<file path="src/logic/rcr_regs.vh">
// Register map, field positions, reset values and timing counts of the
// reset-cause recorder.
// Assumes it is included by bare name from files under logic/.
`ifndef RCR_REGS_VH
`define RCR_REGS_VH

// ************************************************************
// Register address
// ************************************************************
`define RCR_CAUSE_ADDR      8'hEF

// ************************************************************
// Field positions of reset_cause_and_enable
// ************************************************************
`define RCR_PIN_BIT         0
`define RCR_POR_BIT         1
`define RCR_CLK_BIT         2
`define RCR_WDT_BIT         3
`define RCR_SW_BIT          4
`define RCR_CMP_BIT         5
`define RCR_FLASH_BIT       6
`define RCR_UNUSED_BIT      7

// ************************************************************
// Reset values
// ************************************************************
`define RCR_FLAGS_RST       7'h02
`define RCR_MON_EN_RST      1'b1
`define RCR_CLK_EN_RST      1'b0
`define RCR_CMP_EN_RST      1'b0

// ************************************************************
// Flash limit and timing
// ************************************************************
`define RCR_FLASH_TOP       16'h3DFF
`define RCR_MCLK_PERIOD_NS  20
`define RCR_HOLD_NS         200
// RCR_HOLD_NS over RCR_MCLK_PERIOD_NS, sized to fit the 16-bit hold counter
`define RCR_HOLD_CYC        16'h000A

`endif

</file>
<file path="src/logic/rcr_reset_seq.v">
// Reset-cause recorder and system reset sequencer, with the cause and
// enable register on the special-function register port.
// Assumes all inputs are synchronous to mclk; rst is the power-on reset.
//
// Functional notes
// [RQ1] Flash fault flag reads 1 after a reset from an illegal flash access.
// [RQ2] Writing 1 enables comparator reset; reads 1 if comparator caused last reset.
// [RQ3] Writing 1 to software bit forces a full system reset at once.
// [RQ4] Software bit reads 1 after a software forced reset.
// [RQ5] Watchdog flag reads 1 after a watchdog overflow reset.
// [RQ6] Writing 1 enables clock loss detector; flag reads 1 after its reset.
// [RQ7] Writing 1 to power-on bit selects supply monitor as reset source.
// [RQ8] Software lets the supply monitor settle before selecting it.
// [RQ9] Power-on flag reads 1 after power-on or monitor reset; others indeterminate.
// [RQ10] Pin flag reads 1 after a reset from the external pin.
// [RQ11] Software avoids read-modify-write on the cause register.
// [RQ12] Writing 0 disables the clock loss detector, writing 1 enables it.
// [RQ13] With comparator reset enabled, reset while noninverting input is lower.
// [RQ14] Flash access above user code space causes a flash fault reset.
// [RQ15] Bit 7 always reads 0; writes to it are ignored.
// [RQ16] Each new reset clears stale flags; only the latest cause reads 1.
`timescale 1ns/10ps
`default_nettype none
`include "rcr_regs.vh"

module rcr_reset_seq #(
  parameter        ADDR_W   = 16,
  parameter [15:0] HOLD_CYC = `RCR_HOLD_CYC
) (
  input  wire              mclk,
  input  wire              rst,
  input  wire              ce,
  input  wire [7:0]        sfrAddr,
  input  wire              sfrWrite,
  input  wire              sfrRead,
  input  wire [7:0]        sfrWdata,
  output reg  [7:0]        sfrRdata,
  input  wire              rstPinN,
  input  wire              monitorAbove,
  input  wire              clockLossDetect,
  input  wire              watchdogOverflow,
  input  wire              compOut,
  input  wire              flashWrEn,
  input  wire              flashRd,
  input  wire              progFetch,
  input  wire              securityDeny,
  input  wire [ADDR_W-1:0] flashAddr,
  output wire              sysReset,
  output wire              monitorResetEn,
  output wire              clockLossEn,
  output wire              compResetEn
);

  // ************************************************************
  // Local definitions
  // ************************************************************
  localparam [0:0] ST_RUN  = 1'b0;
  localparam [0:0] ST_HOLD = 1'b1;

  function regHit;
    input [7:0] addr;
    begin
      regHit = (addr == `RCR_CAUSE_ADDR);
    end
  endfunction

  reg  [0:0]  state_q;
  reg  [0:0]  state_d;
  reg  [15:0] holdCnt_q;
  reg  [15:0] holdCnt_d;
  reg  [6:0]  flags_q;
  reg  [6:0]  flags_d;
  reg         monEn_q;
  reg         clkEn_q;
  reg         cmpEn_q;
  reg  [6:0]  cause;
  reg  [7:0]  readValue;
  wire        flashFault;
  wire        wrHit;
  wire        swForce;
  wire        pinEvent;
  wire        monEvent;
  wire        clkEvent;
  wire        cmpEvent;
  wire        anyEvent;
  wire        holdExtend;

  // ************************************************************
  // Reset sources
  // ************************************************************
  rcr_flash_guard #(
    .ADDR_W   (ADDR_W)
  ) uGuard (
    .flashWrEn    (flashWrEn),
    .flashRd      (flashRd),
    .progFetch    (progFetch),
    .securityDeny (securityDeny),
    .flashAddr    (flashAddr),
    .flashFault   (flashFault)
  );

  assign wrHit    = sfrWrite & regHit(sfrAddr);
  assign swForce  = wrHit & sfrWdata[`RCR_SW_BIT];             // [RQ3]
  assign pinEvent = ~rstPinN;
  assign monEvent = monEn_q & ~monitorAbove;                   // [RQ7]
  assign clkEvent = clkEn_q & clockLossDetect;                 // [RQ6]
  // Comparator output is low while the noninverting input is below
  assign cmpEvent = cmpEn_q & ~compOut;                        // [RQ13]
  assign anyEvent = pinEvent | monEvent | clkEvent | flashFault |
                    watchdogOverflow | cmpEvent | swForce;

  // A held pin or a low supply keeps the system in reset past the minimum
  assign holdExtend = pinEvent | monEvent;

  // ************************************************************
  // Cause selection
  // ************************************************************
  // One-hot, so only the newest cause survives; supply beats all others
  always @* begin
    cause = 7'h00;
    if (monEvent) begin
      cause[`RCR_POR_BIT] = 1'b1;                              // [RQ9]
    end else if (pinEvent) begin
      cause[`RCR_PIN_BIT] = 1'b1;                              // [RQ10]
    end else if (clkEvent) begin
      cause[`RCR_CLK_BIT] = 1'b1;                              // [RQ6]
    end else if (flashFault) begin
      cause[`RCR_FLASH_BIT] = 1'b1;                            // [RQ1]
    end else if (watchdogOverflow) begin
      cause[`RCR_WDT_BIT] = 1'b1;                              // [RQ5]
    end else if (cmpEvent) begin
      cause[`RCR_CMP_BIT] = 1'b1;                              // [RQ2]
    end else if (swForce) begin
      cause[`RCR_SW_BIT] = 1'b1;                               // [RQ4]
    end
  end

  // ************************************************************
  // Sequencer
  // ************************************************************
  always @* begin
    state_d   = state_q;
    holdCnt_d = holdCnt_q;
    flags_d   = flags_q;
    case (state_q)
      ST_RUN: begin
        if (anyEvent) begin
          state_d   = ST_HOLD;                                 // [RQ3]
          holdCnt_d = HOLD_CYC;
          flags_d   = cause;                                   // [RQ16]
        end
      end
      ST_HOLD: begin
        if (holdCnt_q != 16'h0000) begin
          holdCnt_d = holdCnt_q - 16'h0001;
        end else if (!holdExtend) begin
          state_d = ST_RUN;
        end
      end
      default: begin
        state_d = ST_HOLD;
      end
    endcase
  end

  always @(posedge mclk) begin
    if (rst) begin
      state_q   <= ST_HOLD;
      holdCnt_q <= HOLD_CYC;
      flags_q   <= `RCR_FLAGS_RST;                             // [RQ9]
    end else if (ce) begin
      state_q   <= state_d;
      holdCnt_q <= holdCnt_d;
      flags_q   <= flags_d;
    end
  end

  // ************************************************************
  // Enables
  // ************************************************************
  // Clock loss and comparator enables drop on every system reset; the
  // monitor selection survives all resets but power-on
  always @(posedge mclk) begin
    if (rst) begin
      monEn_q <= `RCR_MON_EN_RST;
      clkEn_q <= `RCR_CLK_EN_RST;
      cmpEn_q <= `RCR_CMP_EN_RST;
    end else if (ce) begin
      if (state_q == ST_HOLD) begin
        clkEn_q <= `RCR_CLK_EN_RST;
        cmpEn_q <= `RCR_CMP_EN_RST;
      end else if (wrHit) begin
        // A write that also forces a reset still lands; the hold clears its clock loss and comparator enables
        monEn_q <= sfrWdata[`RCR_POR_BIT];                     // [RQ7]
        clkEn_q <= sfrWdata[`RCR_CLK_BIT];                     // [RQ12]
        cmpEn_q <= sfrWdata[`RCR_CMP_BIT];                     // [RQ2]
      end
    end
  end

  assign monitorResetEn = monEn_q;
  assign clockLossEn    = clkEn_q;
  assign compResetEn    = cmpEn_q;
  assign sysReset       = (state_q == ST_HOLD);

  // ************************************************************
  // Read port
  // ************************************************************
  // Reads show flags, not enables: a read-modify-write can fire a reset
  always @* begin
    readValue = {1'b0, flags_q};                               // [RQ15]
  end

  always @(posedge mclk) begin
    if (rst) begin
      sfrRdata <= 8'h00;
    end else if (ce) begin
      if (sfrRead && regHit(sfrAddr)) begin
        sfrRdata <= readValue;
      end else begin
        sfrRdata <= 8'h00;
      end
    end
  end

endmodule

`default_nettype wire

</file>
<file path="src/logic/rcr_flash_guard.v">
// Flash access guard: flags any access aimed above user code space,
// or any access refused by the flash security setting.
// Assumes access strobes and address are synchronous to mclk.
`timescale 1ns/10ps
`default_nettype none
`include "rcr_regs.vh"

module rcr_flash_guard #(
  parameter              ADDR_W   = 16,
  parameter [ADDR_W-1:0] USER_TOP = `RCR_FLASH_TOP
) (
  input  wire              flashWrEn,
  input  wire              flashRd,
  input  wire              progFetch,
  input  wire              securityDeny,
  input  wire [ADDR_W-1:0] flashAddr,
  output wire              flashFault
);

  wire anyAccess;

  assign anyAccess  = flashWrEn | flashRd | progFetch;
  // Security refusals count only when an access is really attempted
  assign flashFault = anyAccess & ((flashAddr > USER_TOP) | securityDeny); // [RQ14]

endmodule

`default_nettype wire

</file>
<file path="config.mk">
export PLATFORM = sky130hd
export DESIGN_NAME = rcr_reset_seq
export DESIGN_NICKNAME = d
export VERILOG_FILES = /design/src/logic/rcr_reset_seq.v /design/src/logic/rcr_flash_guard.v
export VERILOG_INCLUDE_DIRS = /design/src /design/src/logic
export SDC_FILE = /design/constraint.sdc
export NUM_CORES = 1
export LEC_CHECK = 0
export BUFFER_PORTS_ARGS = -buffer_cell sky130_fd_sc_hd__buf_2
export CAP_MARGIN = 30
export CORE_ASPECT_RATIO = 0.5
export CORE_MARGIN = 2
export CORE_UTILIZATION = 25
export CTS_CLUSTER_DIAMETER = 150
export DETAILED_ROUTE_END_ITERATION = 8
export GPL_ROUTABILITY_DRIVEN = 0
export PLACE_DENSITY = 0.45
export SLEW_MARGIN = 15
export SYNTH_ARGS = -nofsm -noshare
export SYNTH_HDL_FRONTEND = slang
export SYNTH_SLANG_ARGS = --single-unit
export TNS_END_PERCENT = 20
</file>
<file path="constraint.sdc">
create_clock -name mclk -period 3.3 [get_ports mclk]
set_clock_uncertainty 0.15 [all_clocks]
set_input_delay 0 -clock mclk [delete_from_list [all_inputs] [get_ports mclk]]
set_output_delay 0 -clock mclk [all_outputs]
set_load 0.01 [all_outputs]
</file>
## Word-level counts from Yosys, hierarchy flattened

Index checks and enable logic that the tools add are counted.

| storage, ports and cells | value |
|---|---|
| bits in latches | 0 |
| bits in read-only memories | 0 |
| bits in writable memories | 0 |
| memories kept | 0 |
| register bits after elaboration | 35 |
| input bits | 46 |
| output and inout port bits | 12 |

| operators by class | value |
|---|---|
| multiplexer cells | 26 |
| reduce and logical (&&, ||, !) cells | 7 |
| eq/ne operators | 3 |
| add/sub/neg operators | 1 |
| shifts and indexed selects | 0 |
| order comparisons | 1 |
| divide/modulo/power cells | 0 |
| $mul | 0 |
| bitwise logic cells | 19 |

Operators with widths:

| kind | number |
|---|---|
| 2-to-1 mux 16 bit | 2 |
| one-hot mux 16 bit (2 select lines) | 1 |
| > comparator 16 x 14 -> 1 bit (second input constant) | 1 |
| 2-to-1 mux 1 bit | 16 |
| nonzero test 16 bit | 1 |
| subtractor 16 x 1 -> 16 bit (second input constant) | 1 |
| 2-to-1 mux 5 bit | 2 |
| bitwise OR 1 bit | 9 |
| AND reduction 3 bit | 3 |
| == test 8 bit (second input constant) | 1 |
| 2-to-1 mux 7 bit | 1 |
| AND 1 bit | 6 |
| 2-to-1 mux 4 bit | 1 |
| inverter 1 bit | 4 |
| 2-to-1 mux 3 bit | 1 |
| 2-to-1 mux 2 bit | 1 |
| inequality test 2 x 1 -> 1 bit (second input constant) | 1 |
| inequality test 2 bit (second input constant) | 1 |
| one-hot mux 1 bit (2 select lines) | 1 |
| AND reduction 2 bit | 1 |
| nonzero test 2 bit | 1 |
| logical AND 1 bit | 1 |

## Logic depth before layout (Yosys ltp)

| depth | value |
|---|---|
| word-level depth | 10 |
| mapped depth | 8 |
| mapped depth without buffers | 7 |

## Hierarchy

Synthesis repeated with hierarchy kept, for this count alone.

| second synthesis, totals | value |
|---|---|
| cells, all modules | 226 |
| area total of the unflattened synthesis | 1810.5 µm² |

Modules (own cells, without submodules):

| module | area each (µm²) | sequential area each (µm²) | times used | cells an instance |
|---|---|---|---|---|
| rcr_reset_seq | 1784.2 | 680.7 | 1 | 221 |
| rcr_flash_guard | 26.3 | 0.0 | 1 | 5 |

## Least setup slack after synthesis

OpenSTA, ideal clock, no wires.

| timing path | value |
|---|---|
| path type | register -> register |
| start | register holdCnt_q[0] |
| end | register holdCnt_q[1] |
| path buffers | 0 |
| period minus slack after synthesis | 2.016 ns |
| setup time | 0.122 ns |
| arrival | 1.745 ns |
| path slack | 1.284 ns |
| stages on the path, launching flop included | 8 |
| cells stage by stage | dfxtp_1 -> inv_1 -> ha_1 -> nor3b_2 -> nand3_1 -> o21bai_1 -> o211ai_1 -> o32a_1 |

| between the ends | value |
|---|---|
| word-level cells in the longest chain between the ends | 3 |
| elaborated cells between the ends (all ways) | 6 |
| classes of those cells | add/sub (1); eq/ne (1); mux (2); reduce/logical (2) |

Ends and longest elaborated chain:

| item | RTL line | RTL |
|---|---|---|
| start: declaration | rcr_reset_seq.v:69 | `reg [15:0] holdCnt_q;` |
| start signal: assignment | rcr_reset_seq.v:173 | `holdCnt_q <= holdCnt_d;` |
| subtractor 16 x 1 -> 16 bit or nonzero test 16 bit (tied branches) | rcr_reset_seq.v:155, rcr_reset_seq.v:154 |  |
| 2-to-1 mux 16 bit or inequality test 2 x 1 -> 1 bit (tied branches) | - |  |
| one-hot mux 16 bit (2 select lines) or AND reduction 3 bit (tied branches) | - |  |

Several ways; a longest one is shown, not always the timed one. The select of a mux whose other input is x is not followed.
A chain may end at the register's enable or synchronous reset.

## Worst setup path after layout

Ends and elaborated chain as after synthesis.

==> results.py <==
metrics = {
    "run_status": {
        "outcome": "finished, final reports clean",
    },
    "detailed_routing": {
        "vias": 1771,
        "drt-vias-per-instance": 5.017,
        "postRouteAntennaNets": 0,
        "drt_iter0_markers": 120,
        "drc": 0,
        "wl_per_cell_um": 13.78,
        "firstDrtPassIters": 4,
        "drt-total-wl_um": 4866,
    },
    "grt": {
        "grt_max_degree": 24,
        "grt_use_total": 0.1323,
        "grt_pass1_vias": 1696,
        "grt_pass1_wl_um": 8031,
        "grt_antenna_before_repair": 0,
        "grt_overflow": 0,
    },
    "critical_path": {
        "critical_path.max_fanout": 6,
        "cp-start-kind": "flip-flop",
        "crit_arrival_ns": 2.47,
        "rrSetupSlack_ns": 0.85,
        "timing.rr.end": "holdCnt_q[1]$_SDFFE_PP1P_",
        "worst_setup_path_end_kind": "flip-flop",
        "ff2ff_path_depth": 7,
        "reg2reg_from": "holdCnt_q[0]$_SDFFE_PP0P_",
        "required_ns": 3.32,
        "startpoint": "holdCnt_q[0]$_SDFFE_PP0P_",
        "worst-setup-path-type": "reg2reg",
    },
    "synthesis": {
        "yosys-top-cells-area": "dfxtp_1 38%, a21oi_1 5.7%, nand2_1 3.4%",
        "syn_nets": 256,
        "synth_edf_count": 0,
        "synthFlopType": "dfxtp_1",
        "synth.distinct_cells": 52,
        "ys_seq_elements": 34,
        "async_flop_share": 0,
        "avgSynthCellArea_um2": 8.459,
        "synth_top_cell_by_area": "dfxtp_1",
        "yosysSeqAreaShare": 0.3850,
        "synth.top_cell.area_share": 0.3850,
        "syn_inst": 209,
        "synth_warnings": 0,
        "netlist_area_um2": 1768,
    },
    "timing": {
        "final-hold-violation-count": 0,
        "relSlewSlack": 0.4148,
        "tightest_slew_ns": 0.8759,
        "drv_slew": 0,
        "fin_crit_ns": 2.451,
        "tns_ns": 0,
        "min_period_over_period": 0.7426,
        "hold-worst-slack_ns": 0.007606,
        "rsz0062_at_grt": "false",
        "fmax_mhz": 408.1,
        "setup_violations": 0,
    },
    "min_path": {
        "hold_depth": 4,
        "min-delay-start": "progFetch",
        "min-delay-path-class": "in2reg",
        "hold_path_end": "flags_q[6]$_SDFFE_PP0P_",
    },
    "clocking": {
        "insertion_delay_ns": 0.28,
        "h-tree-depth": 2,
        "clk_path_buf_depth": 2,
        "cts_buffers": 5,
        "ctsResizeCount": 0,
        "cts_sinks": 34,
        "clk_pin_slew_worst_paths_ns": 0.06,
        "cts_tree": "built",
        "cts_root_buf": "clkbuf_16",
        "cts_setup_buffers": 0,
        "holdBufCountCts": 9,
    },
    "floorplanning": {
        "fp-row-count": 21,
        "die_y_um": 63.47,
        "dieArea_um2": 7801,
        "core_area_um2": 6753,
        "initial_utilization": 0.2618,
        "die_w_um": 122.9,
        "io_pins": 58,
    },
    "cells_and_area": {
        "syn_to_final_growth_pct": 31.28,
        "diodes": 0,
        "layout-drive-gt1-share": 0.2299,
        "final_cells": 353,
        "nets": 307,
        "design_area_um2": 2321,
    },
    "placed_design": {
        "post-dp-hpwl_um": 3401,
        "placed_area_um2": 2061,
        "placedCellCount": 336,
        "portBuffers": 43,
    },
    "flow_run": {
        "drv_cap": 0,
    },
    "pwr": {
        "irDropWorstVdd_mv": 0.1708,
        "leakage_nw": 0.9177,
        "power_density_nw_per_um2": 586.8,
    },
}
## cell type report
| cell class | count | area (µm²) |
|---|---|---|
| clock buffers | 5 | 125.1 |
| clock inverters | 3 | 45.04 |
| fillers | 699 | 4432 |
| inverters | 9 | 33.78 |
| multi-input cells | 158 | 1016 |
| flip-flops and latches | 34 | 680.7 |
| well taps | 92 | 115.1 |
| repair buffers | 52 | 305.3 |
## worst max path at each step
| stage | endpoint | slack, ns | cells after the start |
|---|---|---|---|
| after global routing | holdCnt_q[1]$_SDFFE_PP1P_ | 0.59 | 7 |
| after global placement | holdCnt_q[1]$_SDFFE_PP1P_ | 0.89 | 7 |
| final | holdCnt_q[1]$_SDFFE_PP1P_ | 0.85 | 7 |
| after detailed placement | holdCnt_q[1]$_SDFFE_PP1P_ | 0.83 | 7 |
| after floorplan | holdCnt_q[1]$_SDFFE_PP1P_ | 1.28 | 7 |
| after CTS | holdCnt_q[1]$_SDFFE_PP1P_ | 0.82 | 7 |
## logic make-up (layout without fill, tap and decap cells)
family	count (synthesis)	count (layout)	share of synthesized area
AOI/OAI and AO/OA	68	68	0.2760
xor gates and xnor gates	2	2	0.009910
adders and majority gates	1	1	0.007076
buffers and inverters	17	69	0.04033
DFF	34	34	0.3850
muxes	1	1	0.005662
other	1	1	0.002121
and+or+nand+nor	85	85	0.2739
## Yosys cell counts, drive strengths merged (2+ instances only)
master and count:
or3 6, o211ai 7, nor2 13, o21ai 9, dfxtp 34, nand4 3, and4b 2, o21a 2
nor4 4, a21oi 20, nand2 16, a41oi 4, inv 9, buf 2, o31ai 2, and4 2
nand2b 5, nand3b 2, nand3 5, nor3 10, o41a 2, a31oi 7, clkbuf 6, nor2b 9
and3 4, o32a 2, a22oi 2
## layer usage
layer	vias to the layer above	part of all wire	track usage
met3	4	0.046	0.03714
met1	837	0.47	0.1652
met5	-	0	0
met2	37	0.48	0.2203
met4	0	0.0070	0.04167
li1	893	-	-
## flip-flops by register name, indices dropped and copies added, names as in the netlist
register,cells
holdCnt_q,16
flags_q,7
sfrRdata,7
clockLossEn,1
compResetEn,1
monitorResetEn,1
sysReset,1
## worst max-delay path, cell delays in order (launching register included)
cell and delay (ns):
dfxtp_1 0.33, inv_1 0.08, ha_1 0.21, nor3b_2 0.33, nand3_1 0.28, o21bai_1 0.41, o211ai_1 0.23, o32a_1 0.32
## cell usage in the layout, fill, tap and decap left out, types with 3 or more instances in the layout
master,count
nor4_1,3
and3_1,4
dlygate4sd3_1,9
nand3_1,5
nand2b_1,5
a31oi_1,7
dfxtp_1,34
buf_2,43
nor2_1,13
nor2b_1,9
a21oi_1,20
nand2_1,16
nand4_1,3
o21ai_1,5
o21ai_0,3
o211ai_1,6
or3_1,5
nor3_1,10
a41oi_1,4
clkbuf_16,5
inv_1,9
## per-stage QoR
step                utilization  total power (W)  setup slack [ns]
CTS                      0.3437         0.001376            0.8233
global placement         0.3052        0.0008158            0.8936
finish                   0.3437         0.001362            0.8493
detailed placement       0.3052        0.0008171            0.8286
floorplan                     -        0.0007383             1.284
global route             0.3437         0.001442            0.5905
## report_power, final
| part | internal, W | switching (W) |
|---|---|---|
| combinational | 0.000125 | 0.000171 |
| clock | 0.000356 | 0.000181 |
| sequential | 0.000459 | 0.0000704 |
(Power assumes the default switching activity.)
